===== config.mk =====
export PLATFORM = sky130hd
export DESIGN_NAME = motor_output_deadtime_polarity
export DESIGN_NICKNAME = d
export VERILOG_FILES = /design/src/design/motor_out_pkg.sv /design/src/design/deadtime_pair.sv /design/src/design/write_once_lock.sv /design/src/design/motor_output_deadtime_polarity.sv
export SDC_FILE = /design/constraint.sdc
export NUM_CORES = 1
export LEC_CHECK = 0
export ABC_AREA = 1
export BUFFER_PORTS_ARGS = -buffer_cell sky130_fd_sc_hd__buf_2
export CAP_MARGIN = 20
export CORE_MARGIN = 2
export CORE_UTILIZATION = 40
export DETAILED_ROUTE_END_ITERATION = 8
export HOLD_SLACK_MARGIN = 0.02
export PLACE_DENSITY = 0.6
export SYNTH_ARGS = -nofsm -noshare
export SYNTH_HDL_FRONTEND = slang
export SYNTH_HIERARCHICAL = 1
export SYNTH_SLANG_ARGS = --single-unit

===== constraint.sdc =====
create_clock -name clk_sys -period 5.1 [get_ports clk_sys]
set_input_delay 0.51 -clock clk_sys [delete_from_list [all_inputs] [get_ports clk_sys]]
set_output_delay 0.51 -clock clk_sys [all_outputs]
set_load 0.05 [all_outputs]

===== src/design/motor_out_pkg.sv =====
// Package with register map, field layout, reset values and timing for the motor output stage.
package motor_out_pkg;
  localparam logic [3:0] ADDR_CMP_ZERO_LOW  = 4'h0;
  localparam logic [3:0] ADDR_CMP_ZERO_HIGH = 4'h1;
  localparam logic [3:0] ADDR_DEADTIME      = 4'h2;
  localparam logic [3:0] ADDR_POLARITY      = 4'h3;
  localparam logic [3:0] ADDR_PHASE_STATE   = 4'h4;
  localparam logic [3:0] ADDR_CONTROL_A     = 4'h5;
  localparam logic [3:0] ADDR_CONTROL_B     = 4'h6;
  localparam logic [3:0] ADDR_REFERENCE     = 4'h7;
  localparam logic [3:0] ADDR_CMP_ACTIVE_LO = 4'h8;
  localparam logic [3:0] ADDR_CMP_ACTIVE_HI = 4'h9;

  localparam logic [7:0] RESET_CMP_ZERO_LOW  = 8'hFF;
  localparam logic [3:0] RESET_CMP_ZERO_HIGH = 4'hF;
  localparam logic [7:0] RESET_DEADTIME      = 8'hFF;
  localparam logic [7:0] RESET_POLARITY      = 8'h3F;
  localparam logic [7:0] RESET_ZERO          = 8'h00;

  localparam int BIT_CHANNEL_COUNT = 7;
  localparam int BIT_DEADTIME_EN   = 6;
  localparam int BIT_ZC_EDGE       = 7;
  localparam int BIT_BEMF_READ     = 6;
  localparam int BIT_CLOCK_EN      = 0;
  localparam int BIT_MAIN_OUT_EN   = 1;
  localparam int BIT_DIRECT_ACCESS = 2;
  localparam int BIT_OUT_SEL_ZERO  = 0;
  localparam int BIT_OUT_SEL_TWO   = 1;
  localparam int BIT_CHOP_EN_LO    = 3;
  localparam int BIT_CHOP_EN_HI    = 4;

  localparam int DEADTIME_STEP_NS = 125;
  localparam int CLK_PERIOD_NS    = 8;
  localparam int DEADTIME_STEP_CYCLES = (DEADTIME_STEP_NS + CLK_PERIOD_NS - 1) / CLK_PERIOD_NS;
  localparam int CHOP_BASE_KHZ    = 100;
  localparam int CLK_KHZ          = 125000;
  localparam int CHOP_HALF_CYCLES = CLK_KHZ / (2 * CHOP_BASE_KHZ);
endpackage


===== src/design/deadtime_pair.sv =====
// One complementary channel pair with dead time insertion.
`timescale 1ns/1ps
`default_nettype none
module deadtime_pair
  import motor_out_pkg::*;
#(
  parameter int COUNT_WIDTH = 16
)(
  input  wire logic                   clk_sys,
  input  wire logic                   reset_n,
  input  wire logic                   pwm_in,
  input  wire logic                   insert_deadtime,
  input  wire logic [COUNT_WIDTH-1:0] delay_cycles,
  output logic                        high_on,
  output logic                        low_on
);
  logic                   last_pwm;
  logic [COUNT_WIDTH-1:0] wait_count;

  always_ff @(posedge clk_sys)
  begin
    if (!reset_n)
    begin
      last_pwm   <= 1'b0;
      wait_count <= '0;
      high_on    <= 1'b0;
      low_on     <= 1'b0;
    end
    else
    begin
      last_pwm <= pwm_in;
      if (!insert_deadtime)
      begin
        high_on    <= pwm_in;
        low_on     <= !pwm_in;
        wait_count <= '0;
      end
      else if (pwm_in != last_pwm)
      begin
        high_on    <= 1'b0;
        low_on     <= 1'b0;
        wait_count <= delay_cycles;
      end
      else if (wait_count != '0)
        wait_count <= wait_count - 1'b1;
      else
      begin
        high_on <= pwm_in;
        low_on  <= !pwm_in;
      end
    end
  end
endmodule
`default_nettype wire


===== src/design/write_once_lock.sv =====
// Lock flag that closes on the first write access and opens only on reset.
`timescale 1ns/1ps
`default_nettype none
module write_once_lock (
  input  wire logic clk_sys,
  input  wire logic reset_n,
  input  wire logic write_access,
  output logic      locked
);
  always_ff @(posedge clk_sys)
  begin
    if (!reset_n)
      locked <= 1'b0;
    else if (write_access)
      locked <= 1'b1;
  end
endmodule
`default_nettype wire


===== src/design/motor_output_deadtime_polarity.sv =====
// Output stage: compare-zero preload, preload transfer, dead time, polarity and write-once locks.
// Overview of operation
// - Compare-zero low byte, RW, resets all ones.
// - Compare-zero high bits 3:0, reset 0Fh.
// - Both compare halves written before update applies.
// - Buffered fields apply on commutation or phase write.
// - Phase and control B writes go to preload, reads return active.
// - Phase and control B preloads transfer together on the trigger; compare zero on update.
// - A write to a register locks its own write-once bits until reset.
// - Dead time resets FFh; bit 7 picks channels.
// - Bit 6 enables dead time and complements.
// - Enable write-once only while selector is set.
// - Complementary output table per selector and enable.
// - Outputs act only with clock and main enable.
// - Single channel direct no dead time: plain.
// - Single channel direct with dead time: paired.
// - Optional chopper overlays the PWM output.
// - Six-bit dead time field sets duration, write-once.
// - Polarity resets 3Fh; bit 7 edge polarity.
// - Bit 6 selects back-EMF read channel.
// - Polarity and output-on give pin level.
`timescale 1ns/1ps
`default_nettype none
module motor_output_deadtime_polarity
  import motor_out_pkg::*;
#(
  parameter int COUNT_WIDTH = 16
)(
  input  wire logic       clk_sys,
  input  wire logic       reset_n,
  input  wire logic [3:0] reg_addr,
  input  wire logic [7:0] reg_wdata,
  input  wire logic       reg_write,
  input  wire logic       reg_read,
  output logic      [7:0] reg_rdata,
  input  wire logic       commutation_event,
  input  wire logic       update_event,
  input  wire logic [2:0] pwm_phase,
  output logic      [5:0] channel_output_pin,
  output logic            zc_demag_edge_polarity,
  output logic            bemf_read_channel,
  output logic            output_select_two,
  output logic     [11:0] compare_zero_value
);
  // ****************************************************************
  // Register storage
  // ****************************************************************
  logic [7:0] cmp_zero_low_byte;
  logic [3:0] cmp_zero_high_bits;
  logic       low_written;
  logic       high_written;
  logic [7:0] deadtime_setup;
  logic [7:0] output_polarity;
  logic [7:0] control_register_a;
  logic [7:0] control_register_b;
  logic [7:0] reference_register;
  logic [5:0] phase_preload;
  logic [5:0] channel_output_on;
  logic [7:0] control_b_active;
  logic       deadtime_locked;
  logic       polarity_locked;

  wire logic  wr_low        = reg_write && reg_addr == ADDR_CMP_ZERO_LOW;
  wire logic  wr_high       = reg_write && reg_addr == ADDR_CMP_ZERO_HIGH;
  wire logic  wr_deadtime   = reg_write && reg_addr == ADDR_DEADTIME;
  wire logic  wr_polarity   = reg_write && reg_addr == ADDR_POLARITY;
  wire logic  wr_phase      = reg_write && reg_addr == ADDR_PHASE_STATE;
  wire logic  direct_access = control_register_a[BIT_DIRECT_ACCESS];
  // Direct access loads on a phase write, normal mode on a commutation event.
  wire logic  load_active   = direct_access ? wr_phase : commutation_event;

  // One lock flag for each register holding write-once bits.
  write_once_lock u_lock_deadtime (
    .clk_sys      (clk_sys),
    .reset_n      (reset_n),
    .write_access (wr_deadtime),
    .locked       (deadtime_locked)
  );

  write_once_lock u_lock_polarity (
    .clk_sys      (clk_sys),
    .reset_n      (reset_n),
    .write_access (wr_polarity),
    .locked       (polarity_locked)
  );

  // ****************************************************************
  // Compare-zero preload and update
  // ****************************************************************
  always_ff @(posedge clk_sys)
  begin
    if (!reset_n)
    begin
      cmp_zero_low_byte  <= RESET_CMP_ZERO_LOW;
      cmp_zero_high_bits <= RESET_CMP_ZERO_HIGH;
      low_written        <= 1'b0;
      high_written       <= 1'b0;
      compare_zero_value <= {RESET_CMP_ZERO_HIGH, RESET_CMP_ZERO_LOW};
    end
    else
    begin
      if (wr_low)
        cmp_zero_low_byte <= reg_wdata;
      if (wr_high)
        cmp_zero_high_bits <= reg_wdata[3:0];
      // A write in the update cycle starts a fresh pair.
      if (update_event && low_written && high_written)
      begin
        compare_zero_value <= {cmp_zero_high_bits, cmp_zero_low_byte};
        low_written        <= wr_low;
        high_written       <= wr_high;
      end
      else
      begin
        low_written  <= low_written || wr_low;
        high_written <= high_written || wr_high;
      end
    end
  end

  // ****************************************************************
  // Write-once configuration registers
  // ****************************************************************
  always_ff @(posedge clk_sys)
  begin
    if (!reset_n)
      deadtime_setup <= RESET_DEADTIME;
    else if (wr_deadtime)
    begin
      deadtime_setup[BIT_CHANNEL_COUNT] <= reg_wdata[BIT_CHANNEL_COUNT];
      // The enable is frozen once locked while three channels are selected.
      if (!(deadtime_locked && deadtime_setup[BIT_CHANNEL_COUNT]))
        deadtime_setup[BIT_DEADTIME_EN] <= reg_wdata[BIT_DEADTIME_EN];
      if (!deadtime_locked)
        deadtime_setup[5:0] <= reg_wdata[5:0];
    end
  end

  always_ff @(posedge clk_sys)
  begin
    if (!reset_n)
      output_polarity <= RESET_POLARITY;
    else if (wr_polarity)
    begin
      output_polarity[BIT_ZC_EDGE]   <= reg_wdata[BIT_ZC_EDGE];
      output_polarity[BIT_BEMF_READ] <= reg_wdata[BIT_BEMF_READ];
      if (!polarity_locked)
        output_polarity[5:0] <= reg_wdata[5:0];
    end
  end

  // ****************************************************************
  // Control registers and commutation preloads
  // ****************************************************************
  always_ff @(posedge clk_sys)
  begin
    if (!reset_n)
    begin
      control_register_a <= RESET_ZERO;
      control_register_b <= RESET_ZERO;
      reference_register <= RESET_ZERO;
      phase_preload      <= '0;
    end
    else
    begin
      if (reg_write && reg_addr == ADDR_CONTROL_A)
        control_register_a <= reg_wdata;
      if (reg_write && reg_addr == ADDR_CONTROL_B)
        control_register_b <= reg_wdata;
      if (reg_write && reg_addr == ADDR_REFERENCE)
        reference_register <= reg_wdata;
      if (wr_phase)
        phase_preload <= reg_wdata[5:0];
    end
  end

  always_ff @(posedge clk_sys)
  begin
    if (!reset_n)
    begin
      channel_output_on <= '0;
      control_b_active  <= RESET_ZERO;
    end
    else if (load_active)
    begin
      // In direct access the freshly written phase value moves straight through.
      channel_output_on <= wr_phase ? reg_wdata[5:0] : phase_preload;
      control_b_active  <= control_register_b;
    end
  end

  // ****************************************************************
  // Register read port
  // ****************************************************************
  always_ff @(posedge clk_sys)
  begin
    if (!reset_n)
      reg_rdata <= RESET_ZERO;
    else if (reg_read)
    begin
      case (reg_addr)
        ADDR_CMP_ZERO_LOW:  reg_rdata <= cmp_zero_low_byte;
        ADDR_CMP_ZERO_HIGH: reg_rdata <= {4'h0, cmp_zero_high_bits};
        ADDR_DEADTIME:      reg_rdata <= deadtime_setup;
        ADDR_POLARITY:      reg_rdata <= output_polarity;
        ADDR_PHASE_STATE:   reg_rdata <= {2'b00, channel_output_on};
        ADDR_CONTROL_A:     reg_rdata <= control_register_a;
        ADDR_CONTROL_B:     reg_rdata <= control_b_active;
        ADDR_REFERENCE:     reg_rdata <= reference_register;
        ADDR_CMP_ACTIVE_LO: reg_rdata <= compare_zero_value[7:0];
        ADDR_CMP_ACTIVE_HI: reg_rdata <= {4'h0, compare_zero_value[11:8]};
        default:            reg_rdata <= RESET_ZERO;
      endcase
    end
  end

  // ****************************************************************
  // Chopper
  // ****************************************************************
  logic      [COUNT_WIDTH-1:0] chop_count;
  logic                        chop_wave;
  wire logic [COUNT_WIDTH-1:0] chop_limit =
    COUNT_WIDTH'(CHOP_HALF_CYCLES >> reference_register[2:0]);
  wire logic                   chop_lo_en = reference_register[BIT_CHOP_EN_LO];
  wire logic                   chop_hi_en = reference_register[BIT_CHOP_EN_HI];

  always_ff @(posedge clk_sys)
  begin
    if (!reset_n)
    begin
      chop_count <= '0;
      chop_wave  <= 1'b0;
    end
    else if (chop_count >= chop_limit)
    begin
      chop_count <= '0;
      chop_wave  <= !chop_wave;
    end
    else
      chop_count <= chop_count + 1'b1;
  end

  // ****************************************************************
  // Dead time and channel output
  // ****************************************************************
  logic [2:0]             pair_pwm;
  logic [2:0]             pair_high;
  logic [2:0]             pair_low;
  logic [5:0]             drive;
  logic [5:0]             next_pin;
  wire logic              three_channel = deadtime_setup[BIT_CHANNEL_COUNT];
  wire logic              insert_dt     = deadtime_setup[BIT_DEADTIME_EN];
  wire logic [COUNT_WIDTH-1:0] dead_cycles =
    COUNT_WIDTH'((deadtime_setup[5:0] + 7'd1) * DEADTIME_STEP_CYCLES);
  // Selector 1 with enable 0 still complements, with zero dead time.
  wire logic              complementary = insert_dt || three_channel;
  wire logic              outputs_live  = control_register_a[BIT_CLOCK_EN]
                                       && control_register_a[BIT_MAIN_OUT_EN];
  // Single channel routes only phase U; output select zero picks the PWM'd side.
  assign pair_pwm = three_channel ? pwm_phase : {3{pwm_phase[0]}};

  for (genvar g = 0; g < 3; g = g + 1)
  begin : g_pair
    deadtime_pair #(.COUNT_WIDTH(COUNT_WIDTH)) u_pair (
      .clk_sys         (clk_sys),
      .reset_n         (reset_n),
      .pwm_in          (pair_pwm[g]),
      .insert_deadtime (insert_dt),
      .delay_cycles    (dead_cycles),
      .high_on         (pair_high[g]),
      .low_on          (pair_low[g])
    );
  end

  always_comb
  begin
    for (int i = 0; i < 3; i++)
    begin
      if (complementary)
      begin
        drive[2*i]   = channel_output_on[2*i]
                    && (control_b_active[BIT_OUT_SEL_ZERO] ? pair_low[i] : pair_high[i]);
        drive[2*i+1] = channel_output_on[2*i+1]
                    && (control_b_active[BIT_OUT_SEL_ZERO] ? pair_high[i] : pair_low[i]);
      end
      else
      begin
        // Plain PWM or a static level, no complement.
        drive[2*i]   = channel_output_on[2*i] && (pair_pwm[i] || !output_select_two);
        drive[2*i+1] = channel_output_on[2*i+1] && (pair_pwm[i] || !output_select_two);
      end
      if (chop_wave == 1'b0)
      begin
        if (chop_lo_en)
          drive[2*i+1] = 1'b0;
        if (chop_hi_en)
          drive[2*i] = 1'b0;
      end
    end
    if (!outputs_live)
      drive = '0;
    next_pin = ~(drive ^ output_polarity[5:0]);
  end

  assign output_select_two      = control_b_active[BIT_OUT_SEL_TWO];
  assign zc_demag_edge_polarity = output_polarity[BIT_ZC_EDGE];
  assign bemf_read_channel      = output_polarity[BIT_BEMF_READ];

  always_ff @(posedge clk_sys)
  begin
    if (!reset_n)
      channel_output_pin <= ~RESET_POLARITY[5:0];
    else
      channel_output_pin <= next_pin;
  end

  // ****************************************************************
  // Checks
  // ****************************************************************
  property p_locked_polarity;
    @(posedge clk_sys) disable iff (!reset_n)
      (wr_polarity && polarity_locked) |=> output_polarity[5:0] == $past(output_polarity[5:0]);
  endproperty
  a_locked_polarity: assert property (p_locked_polarity) else $error("polarity moved");
  property p_locked_deadtime;
    @(posedge clk_sys) disable iff (!reset_n)
      (wr_deadtime && deadtime_locked) |=> deadtime_setup[5:0] == $past(deadtime_setup[5:0]);
  endproperty
  a_locked_deadtime: assert property (p_locked_deadtime) else $error("dead time moved");
  property p_lock_sets;
    @(posedge clk_sys) disable iff (!reset_n)
      wr_deadtime |=> deadtime_locked;
  endproperty
  a_lock_sets: assert property (p_lock_sets) else $error("lock not set by write");
  property p_enable_frozen;
    @(posedge clk_sys) disable iff (!reset_n)
      (wr_deadtime && deadtime_locked && three_channel) |=> insert_dt == $past(insert_dt);
  endproperty
  a_enable_frozen: assert property (p_enable_frozen) else $error("frozen enable moved");
  property p_read_active;
    @(posedge clk_sys) disable iff (!reset_n)
      (reg_read && reg_addr == ADDR_PHASE_STATE)
        |=> reg_rdata == {2'b00, $past(channel_output_on)};
  endproperty
  a_read_active: assert property (p_read_active) else $error("phase read not active");
  property p_transfer;
    @(posedge clk_sys) disable iff (!reset_n)
      (load_active && !wr_phase) |=> channel_output_on == $past(phase_preload);
  endproperty
  a_transfer: assert property (p_transfer) else $error("preload not transferred");
  property p_off_level;
    @(posedge clk_sys) disable iff (!reset_n)
      !outputs_live |=> channel_output_pin == ~$past(output_polarity[5:0]);
  endproperty
  a_off_level: assert property (p_off_level) else $error("outputs not off");
  property p_pair_rule;
    @(posedge clk_sys) disable iff (!reset_n)
      (update_event && !(low_written && high_written))
        |=> compare_zero_value == $past(compare_zero_value);
  endproperty
  a_pair_rule: assert property (p_pair_rule) else $error("compare updated without pair");
endmodule
`default_nettype wire


==> results.yml, run 1 <==
run_status:
  run_status: "complete, no violations"
placement:
  dp_hpwl_um: 17130
  routabilityCongestion: 0.8773
  port_buffers: 49
synthesis:
  synth_top_cells_by_area: "sky130_fd_sc_hd__dfxtp_1 (38%), sky130_fd_sc_hd__nand2_1 (17%), sky130_fd_sc_hd__nand3_1 (8.5%)"
  asyncSetResetFlopFracSynth: 0
  cell_with_the_most_instances_after_synthesis: "sky130_fd_sc_hd__nand2_1"
  postSynthCellCount: 1406
  postSynthRegisterBits: 176
  synth_largest_area_cell: "sky130_fd_sc_hd__dfxtp_1"
  synthFlopType: "sky130_fd_sc_hd__dfxtp_1"
  synth_sequential_area_ratio: 0.3802
  synth-edff-count: 0
  netlist-cell-type-count: 34
  synth_area_per_cell_sq_um: 6.591
  synth.top_cells.by_count: "sky130_fd_sc_hd__nand2_1 (421), sky130_fd_sc_hd__dfxtp_1 (176), sky130_fd_sc_hd__nor2_1 (175)"
  synthesis.yosys.warnings: 6
  synth.cell_area_sq_um: 9268
  netlist.area_leader.share: 0.3802
timing:
  finalCriticalPeriod_ps: 2741
  slew-limit-headroom: 0.4587
  setup-violations-final: 0
  slew_viol_final: 0
  final_hold_viol_count: 0
  totalNegativeSetupSlack_ps: 0
  worst_clock_skew_ps: 11.92
  rsz0062_at_grt: "false"
  max_freq_mhz: 364.8
  tightest_slew_ps: 808.9
  layout_worst_path_cycle_share: 0.5375
  hold_slack_ps: 345.6
die:
  row_count: 55
  fp.dieH_um: 156.2
  floorplan.initialDensity: 0.4081
  design.core.area_sq_um: 22710
  area_enclosed_by_the_die_boundary_sq_um: 24400
  boundaryPins: 50
  die_w_um: 156.2
global_route:
  antenna_violations_before_repair: 0
  first_global_vias: 7751
  largest_net_degree_at_the_start_of_global_routing: 42
  grt_remaining_overflow: 0
  grt_util_all_layers: 0.1992
  grt_pass1_wl_um: 38940
critical_path:
  worstPathBufferInverterCount: 4
  path_delay_family: "buffers and inverters"
  worst_path_most_repeated_cell: "sky130_fd_sc_hd__inv_1"
  worst_path_largest_cell_delay_ps: 570
  crit_path_max_fanout: 21
  critPathLaunchType: "flop"
  reg2reg_from: "deadtime_setup[7]$_SDFFE_PN1P_"
  worstPathArrival_ps: 3090
  r2r_cells: 10
  chain_of_cells_forming_the_critical_path: "inv_1, nand2_1, nand2_1, inv_1, ha_1, inv_1, nand3_2, inv_1, nand2_1, a21oi_1"
  reg2reg_to: "g_pair[1].u_pair/wait_count[0]$_SDFFE_PN0P_"
  cp_slowest_cell: "sky130_fd_sc_hd__inv_1"
  r2r_setup_slack_ps: 2360
  critical_path_required_ps: 5450
  setup.worst_path.end_class: "flop"
  timing_worst_setup_path_type: "reg -> reg"
cts:
  cts_htree_levels: 4
  cts_num_sinks: 176
  clock_insertion_delay_worst_skew_ps: 440
  clock_tree_from_tritoncts: "done"
  cts.reportedPaths.clkPinSlew_ps: 80
  cts_max_path_buffers: 2
  cts-resized-gates: 0
  ctsHoldBuffers: 0
  clock_tree.root_cell: "sky130_fd_sc_hd__clkbuf_16"
  cts-buffers-inserted: 17
  cts_setup_buffers: 0
power_and_ir_drop:
  power_per_cell_area_nw_per_um2: 345.2
  vdd.ir_drop.worst_v: 0.0002332
  leakagePower_nw: 5.017
  post-layout-total-power_mw: 3.584
job:
  drv.max_cap_violation_count: 0
routing:
  post_drt_via_cell_ratio: 4.883
  drcViolationCount: 0
  routed-via-count: 8599
  drtIter0Drc: 560
  final_antenna_net_count: 0
  routed_wire_length_per_instance_um: 13.47
  number_of_detailed_routing_iterations_run_before_antenna_repair: 4
  drt-total-wl_um: 23730
worst_hold_path:
  hold_path.class: "in -> reg"
  min_to: "high_written$_SDFF_PN0_"
  worst_hold_startpoint: "update_event"
  worst_hold_path.num_cells: 4
final_layout:
  final_layout_size_suffix_gt1_frac: 0.09485
  nets: 1510
  utilization_after_layout: 0.4571
  antenna-diode-count: 0
  syn2layout_area_growth_pct: 12.02
report_power, final:
part	switching (mW)	internal, mW
clock	0.644	0.663
combinational	0.496	0.247
sequential	0.0761	1.46
total	1.22	2.37
final cells by class:
cell class              instances  area [sq um]
clock buffers                  17         425.4
clock inverters                15         153.9
fillers                      2402         12330
inverters                     144         540.5
multi-input cells            1071          5106
flip-flops and latches        176          3523
well taps                     285         356.6
repair buffers                 53         275.3
per-layer routing:
metal / vias to the layer above / share of wire / global-route usage
li1: 4558 / - / -
met1: 3874 / 0.49 / 0.2761
met2: 145 / 0.46 / 0.3234
met3: 22 / 0.034 / 0.02935
met4: 0 / 0.013 / 0.05636
met5: - / 0 / 0
worst max path at each step:
| stage | slack, ps | to | startpoint | depth (start not counted) |
|---|---|---|---|---|
| after floorplan | 2810 | chop_count[10]$_SDFF_PP0_ | reference_register[0]$_SDFFE_PN0P_ | 14 |
| after global placement | 2290 | g_pair[2].u_pair/wait_count[12]$_SDFFE_PN0P_ | pwm_phase[0] | 11 |
| after detailed placement | 2250 | g_pair[1].u_pair/wait_count[12]$_SDFFE_PN0P_ | pwm_phase[0] | 11 |
| after CTS | 2380 | g_pair[1].u_pair/wait_count[0]$_SDFFE_PN0P_ | deadtime_setup[7]$_SDFFE_PN1P_ | 10 |
| after global routing | 2110 | g_pair[1].u_pair/wait_count[0]$_SDFFE_PN0P_ | deadtime_setup[7]$_SDFFE_PN1P_ | 10 |
| final | 2360 | g_pair[1].u_pair/wait_count[0]$_SDFFE_PN0P_ | deadtime_setup[7]$_SDFFE_PN1P_ | 10 |
cell families (layout without fill, tap and decap cells):
| family | after synthesis | count (layout) | share of synthesized area |
|---|---|---|---|
| AOI/OAI and AO/OA | 170 | 170 | 0.09963 |
| xor gates and xnor gates | 21 | 21 | 0.01985 |
| adders and majority gates | 26 | 26 | 0.03510 |
| buffers and inverters | 190 | 229 | 0.08141 |
| DFF | 176 | 176 | 0.3802 |
| muxes | 2 | 2 | 0.002160 |
| other | 1 | 32 | 0.0004046 |
| and+or+nand+nor | 820 | 820 | 0.3813 |
tightest hold or removal path, cell delays in order:
cell                      delay [ps]
sky130_fd_sc_hd__buf_2            90
sky130_fd_sc_hd__nand2_1          50
sky130_fd_sc_hd__nand2_1          50
sky130_fd_sc_hd__a21oi_1          60
registers in the layout, summed over array words and instances, names as in the netlist, 3 cells and up:
name                      flops
g_pair.u_pair/last_pwm        3
control_register_b            8
deadtime_setup                8
channel_output_on             6
g_pair.u_pair/low_on          3
g_pair.u_pair/high_on         3
g_pair.u_pair/wait_count     48
channel_output_pin            6
output_polarity               8
reg_rdata                     8
control_register_a            8
cmp_zero_high_bits            4
cmp_zero_low_byte             8
chop_count                   16
control_b_active              8
compare_zero_value           12
phase_preload                 6
reference_register            8
layout by cell type (no fill, tap or decap):
| cell | Yosys | layout |
|---|---|---|
| sky130_fd_sc_hd__ha_1 | 26 | 26 |
| sky130_fd_sc_hd__a211oi_2 | 2 | 2 |
| sky130_fd_sc_hd__a21boi_0 | 2 | 2 |
| sky130_fd_sc_hd__o21ai_1 | 2 | 2 |
| sky130_fd_sc_hd__a21oi_1 | 77 | 77 |
| sky130_fd_sc_hd__inv_6 | 0 | 7 |
| sky130_fd_sc_hd__conb_1 | 1 | 32 |
| sky130_fd_sc_hd__inv_8 | 0 | 6 |
| sky130_fd_sc_hd__o211ai_2 | 1 | 1 |
| sky130_fd_sc_hd__buf_4 | 2 | 4 |
| sky130_fd_sc_hd__o21bai_1 | 6 | 6 |
| sky130_fd_sc_hd__a21boi_1 | 1 | 1 |
| sky130_fd_sc_hd__nand3_2 | 5 | 5 |
| sky130_fd_sc_hd__nand4_1 | 12 | 12 |
| sky130_fd_sc_hd__nor2_4 | 12 | 12 |
| sky130_fd_sc_hd__inv_2 | 7 | 7 |
| sky130_fd_sc_hd__or2_2 | 7 | 7 |
| sky130_fd_sc_hd__xnor2_1 | 6 | 6 |
| sky130_fd_sc_hd__nor3_1 | 9 | 9 |
| sky130_fd_sc_hd__dfxtp_1 | 176 | 176 |
| sky130_fd_sc_hd__nand2_1 | 421 | 421 |
| sky130_fd_sc_hd__clkbuf_16 | 0 | 17 |
| sky130_fd_sc_hd__inv_12 | 0 | 1 |
| sky130_fd_sc_hd__o211ai_1 | 5 | 5 |
| sky130_fd_sc_hd__nor2_2 | 13 | 13 |
| sky130_fd_sc_hd__o21ai_0 | 68 | 68 |
| sky130_fd_sc_hd__buf_2 | 9 | 49 |
| sky130_fd_sc_hd__inv_1 | 137 | 137 |
| sky130_fd_sc_hd__nand3_4 | 2 | 2 |
| sky130_fd_sc_hd__nand2_2 | 6 | 6 |
| sky130_fd_sc_hd__clkinv_4 | 0 | 1 |
| sky130_fd_sc_hd__nand3b_1 | 1 | 1 |
| sky130_fd_sc_hd__nor2_1 | 175 | 175 |
| sky130_fd_sc_hd__mux2i_1 | 2 | 2 |
| sky130_fd_sc_hd__nand3_1 | 157 | 157 |
| sky130_fd_sc_hd__xor2_1 | 15 | 15 |
| sky130_fd_sc_hd__o21a_1 | 6 | 6 |
metrics by stage:
stage	cells	setup slack, ps	area, sq um
after detailed placement	1728	2253	9794
after global routing	1761	2106	10380
after CTS	1760	2375	10370
after floorplan	1437	2811	9384
final	1761	2359	10380
after global placement	1728	2288	9794
Power figures use the tool's default switching activity.
==> inputs of run 2 (changes only) <==
--- a/config.mk
+++ b/config.mk
@@ -5,14 +5,14 @@
 export SDC_FILE = /design/constraint.sdc
 export NUM_CORES = 1
 export LEC_CHECK = 0
-export ABC_AREA = 1
+export ABC_AREA = 0
 export BUFFER_PORTS_ARGS = -buffer_cell sky130_fd_sc_hd__buf_2
 export CAP_MARGIN = 20
 export CORE_MARGIN = 2
 export CORE_UTILIZATION = 40
 export DETAILED_ROUTE_END_ITERATION = 8
 export HOLD_SLACK_MARGIN = 0.02
-export PLACE_DENSITY = 0.6
+export PLACE_DENSITY = 0.62
 export SYNTH_ARGS = -nofsm -noshare
 export SYNTH_HDL_FRONTEND = slang
 export SYNTH_HIERARCHICAL = 1
==> constraint.sdc (replaced) <==
create_clock -name clk_sys -period 2.2 [get_ports clk_sys]
set_input_delay 0.22 -clock clk_sys [delete_from_list [all_inputs] [get_ports clk_sys]]
set_output_delay 0.22 -clock clk_sys [all_outputs]
set_load 0.05 [all_outputs]
==> run 2 against run 1 <==
The flow now finishes with violations (negative setup slack). Combinational power grew to 2.5 times the previous value. Register-to-register slack worse by 2400 ps. Largest power group unchanged. Synthesized area is 3.4% lower. Fmax is 22% higher. Power is 140% higher. Utilization is 3.0 points higher.
==> results.yml, run 2 <==
run_status:
  run_status: "complete, but fails checks"
  violations_in_the_final_reports: "negative setup slack"
placement:
  worst_slack_at_placement_ps: -129.9
  detailed_place.area_sq_um: 9873
  dp_hpwl_um: 17330
  routabilityCongestion: 0.8845
  port_buffers: 49
final_layout:
  syn2layout_area_growth_pct: 19.11
  nets: 1204
  antenna-diode-count: 0
  layout.cells.most_common_list: "sky130_fd_sc_hd__dfxtp_1 (174), sky130_fd_sc_hd__nand2_1 (150), sky130_fd_sc_hd__nor2_1 (90)"
  final_layout_size_suffix_gt1_frac: 0.1957
  largest-register: "g_pair.u_pair/wait_count"
  largest_register_ffs: 48
  largest_registers: "g_pair.u_pair/wait_count (48), chop_count (16), compare_zero_value (12)"
  final_area_sq_um: 10660
  mostFrequentLayoutCell: "sky130_fd_sc_hd__dfxtp_1"
power_and_ir_drop:
  leakagePower_nw: 4.296
  vdd.ir_drop.worst_v: 0.0004727
  power_per_cell_area_nw_per_um2: 810.1
  post-layout-total-power_mw: 8.635
synthesis:
  netlist.area_leader.share: 0.3937
  synth_sequential_area_ratio: 0.3937
  synth.top_cells.by_count: "sky130_fd_sc_hd__dfxtp_1 (176), sky130_fd_sc_hd__nand2_1 (154), sky130_fd_sc_hd__nor2_1 (98)"
  cell_with_the_most_instances_after_synthesis: "sky130_fd_sc_hd__dfxtp_1"
  synth.cell_area_sq_um: 8949
  synthesis.yosys.warnings: 6
  synthFlopType: "sky130_fd_sc_hd__dfxtp_1"
  netlist-cell-type-count: 74
  postSynthRegisterBits: 176
  synth_area_per_cell_sq_um: 8.563
  synth_largest_area_cell: "sky130_fd_sc_hd__dfxtp_1"
  postSynthCellCount: 1045
  synth_top_cells_by_area: "sky130_fd_sc_hd__dfxtp_1 (39%), sky130_fd_sc_hd__nand2_1 (6.5%), sky130_fd_sc_hd__mux2i_1 (5.8%)"
  asyncSetResetFlopFracSynth: 0
  synth-edff-count: 0
die:
  floorplan.initialDensity: 0.4088
  area_enclosed_by_the_die_boundary_sq_um: 23580
  design.core.area_sq_um: 21890
  row_count: 54
  fp.dieH_um: 153.6
  die_w_um: 153.6
  boundaryPins: 50
critical_path:
  r2r_setup_slack_ps: -40
  cp_slowest_cell: "sky130_fd_sc_hd__a2111oi_4"
  critPathLaunchType: "flop"
  path_delay_family: "compound AO/OA/AOI/OAI gates"
  cp-startpoint: "reference_register[0]$_SDFFE_PN0P_"
  reg2reg_from: "reference_register[0]$_SDFFE_PN0P_"
  reg2reg_to: "chop_count[10]$_SDFF_PP0_"
  timing_worst_setup_path_type: "reg -> reg"
  worst_path_largest_cell_delay_ps: 370
  worstPathArrival_ps: 2610
  r2r_cells: 9
  critical_path_required_ps: 2570
  worstPathBufferInverterCount: 2
  crit_path_max_fanout: 5
  chain_of_cells_forming_the_critical_path: "buf_6, ha_4, mux2i_2, ha_1, a2111oi_4, o41ai_2, a211o_1, clkbuf_16, nor2_2"
  setup.worst_path.end_class: "flop"
job:
  drv.max_cap_violation_count: 0
routing:
  routed_wire_length_per_instance_um: 16.52
  number_of_detailed_routing_iterations_run_before_antenna_repair: 5
  post_drt_via_cell_ratio: 5.371
  drt-total-wl_um: 23950
  drtIter0Drc: 582
  drcViolationCount: 0
  routed-via-count: 7788
  final_antenna_net_count: 0
timing:
  finalCriticalPeriod_ps: 2239
  layout_worst_path_cycle_share: 1.018
  timing.final.ws_setup_ps: -39.17
  slew-limit-headroom: 0.3162
  setup-violations-final: 7
  tightest_slew_ps: 1018
  slew_viol_final: 0
  rsz0062_at_grt: "true"
  final_hold_viol_count: 0
  max_freq_mhz: 446.6
  worst_clock_skew_ps: 15.32
global_route:
  antenna_violations_before_repair: 0
  grt_remaining_overflow: 0
  grt_util_all_layers: 0.2063
  grt_pass1_wl_um: 39440
  largest_net_degree_at_the_start_of_global_routing: 41
  first_global_vias: 7391
cts:
  cts-buffers-inserted: 17
  cts_num_sinks: 176
  cts_max_path_buffers: 2
  ctsHoldBuffers: 0
  clock_tree.root_cell: "sky130_fd_sc_hd__clkbuf_16"
  cts.reportedPaths.clkPinSlew_ps: 70
  clock_insertion_delay_worst_skew_ps: 430
  cts_htree_levels: 4
  clock_tree_from_tritoncts: "done"
worst_hold_path:
  worst_hold_path.num_cells: 2
  worst_hold_startpoint: "reg_read"
  hold_path.class: "in -> reg"
  min_to: "reg_rdata[6]$_SDFFE_PN0P_"
-- run 2: cell count changes in the layout (fill, tap and decap cells not counted), sizes merged, moves of 12 or more --
cell / previous run / this run
nand2: 427 / 156
inv: 158 / 34
nor2: 200 / 101
nand3: 164 / 68
buf: 53 / 114
mux2i: 2 / 52
a21oi: 77 / 37
nor3: 9 / 43
mux2: 0 / 17
xnor2: 6 / 23
o21ai: 70 / 55
and3: 0 / 13
nor4: 0 / 12
-- run 2: how the worst max path moves through the flow --
stage | end | slack, ps | cells after the start
floorplan | chop_count[10]$_SDFF_PP0_ | 3 | 11
global placement | chop_count[3]$_SDFF_PP0_ | -50 | 11
detailed placement | chop_count[4]$_SDFF_PP0_ | -130 | 11
CTS | chop_count[9]$_SDFF_PP0_ | -50 | 9
global route | chop_count[10]$_SDFF_PP0_ | -130 | 9
finish | chop_count[10]$_SDFF_PP0_ | -40 | 9
-- run 2: logic make-up (layout without fill, tap and decap cells) --
family	count (synthesis)	after routing	share of synthesized area
fa+ha+maj	26	26	0.03635
flops	176	176	0.3937
simple gates	471	471	0.2664
other cells	1	33	0.0004191
buf+inv	81	174	0.04376
mux	71	71	0.08501
compound gates	176	176	0.1323
xor+xnor	43	43	0.04209
-- run 2: metrics by stage --
step | util | cells | setup TNS [ps] | hold WS (ps)
global placement | 0.4510 | 1414 | -474.6 | 445.9
detailed placement | 0.4510 | 1414 | -1351 | 459.9
CTS | 0.4841 | 1449 | -421.4 | 52.05
floorplan | - | 1077 | 0 | 321.3
global route | 0.4869 | 1450 | -988.2 | 59.80
finish | 0.4869 | 1450 | -169.7 | 84.60
-- run 2: layout make-up --
type                       count  area (sq um)
multi-input combinational    820          5300
sequential                   176          3531
inverter                      27         101.3
clock inverter                14         168.9
clock buffer                  18         429.2
tap                          280         350.3
timing repair buffer         115         778.2
fill                        2130         11230
-- run 2: metal layers --
layer	track usage	wire length, um	up-vias
li1	-	-	3920
met1	0.2901	11700	3635
met2	0.3215	10610	202
met3	0.03946	1110	31
met4	0.06247	531	0
met5	0	0	-
-- run 2: timing repair --
action / CTS / global route
setup buffers: 2 / 1
cloned: 1 / 0
hold endpoints to repair: 0 / 0
setup endpoints to repair: 11 / 30
resized for setup: 18 / 17
pin swaps: 2 / 8
-- run 2: where the power goes --
part	switching [mW]	internal (mW)	total (mW)
Sequential	0.251	3.40	3.65
Combinational	1.03	0.852	1.89
Clock	1.46	1.63	3.09
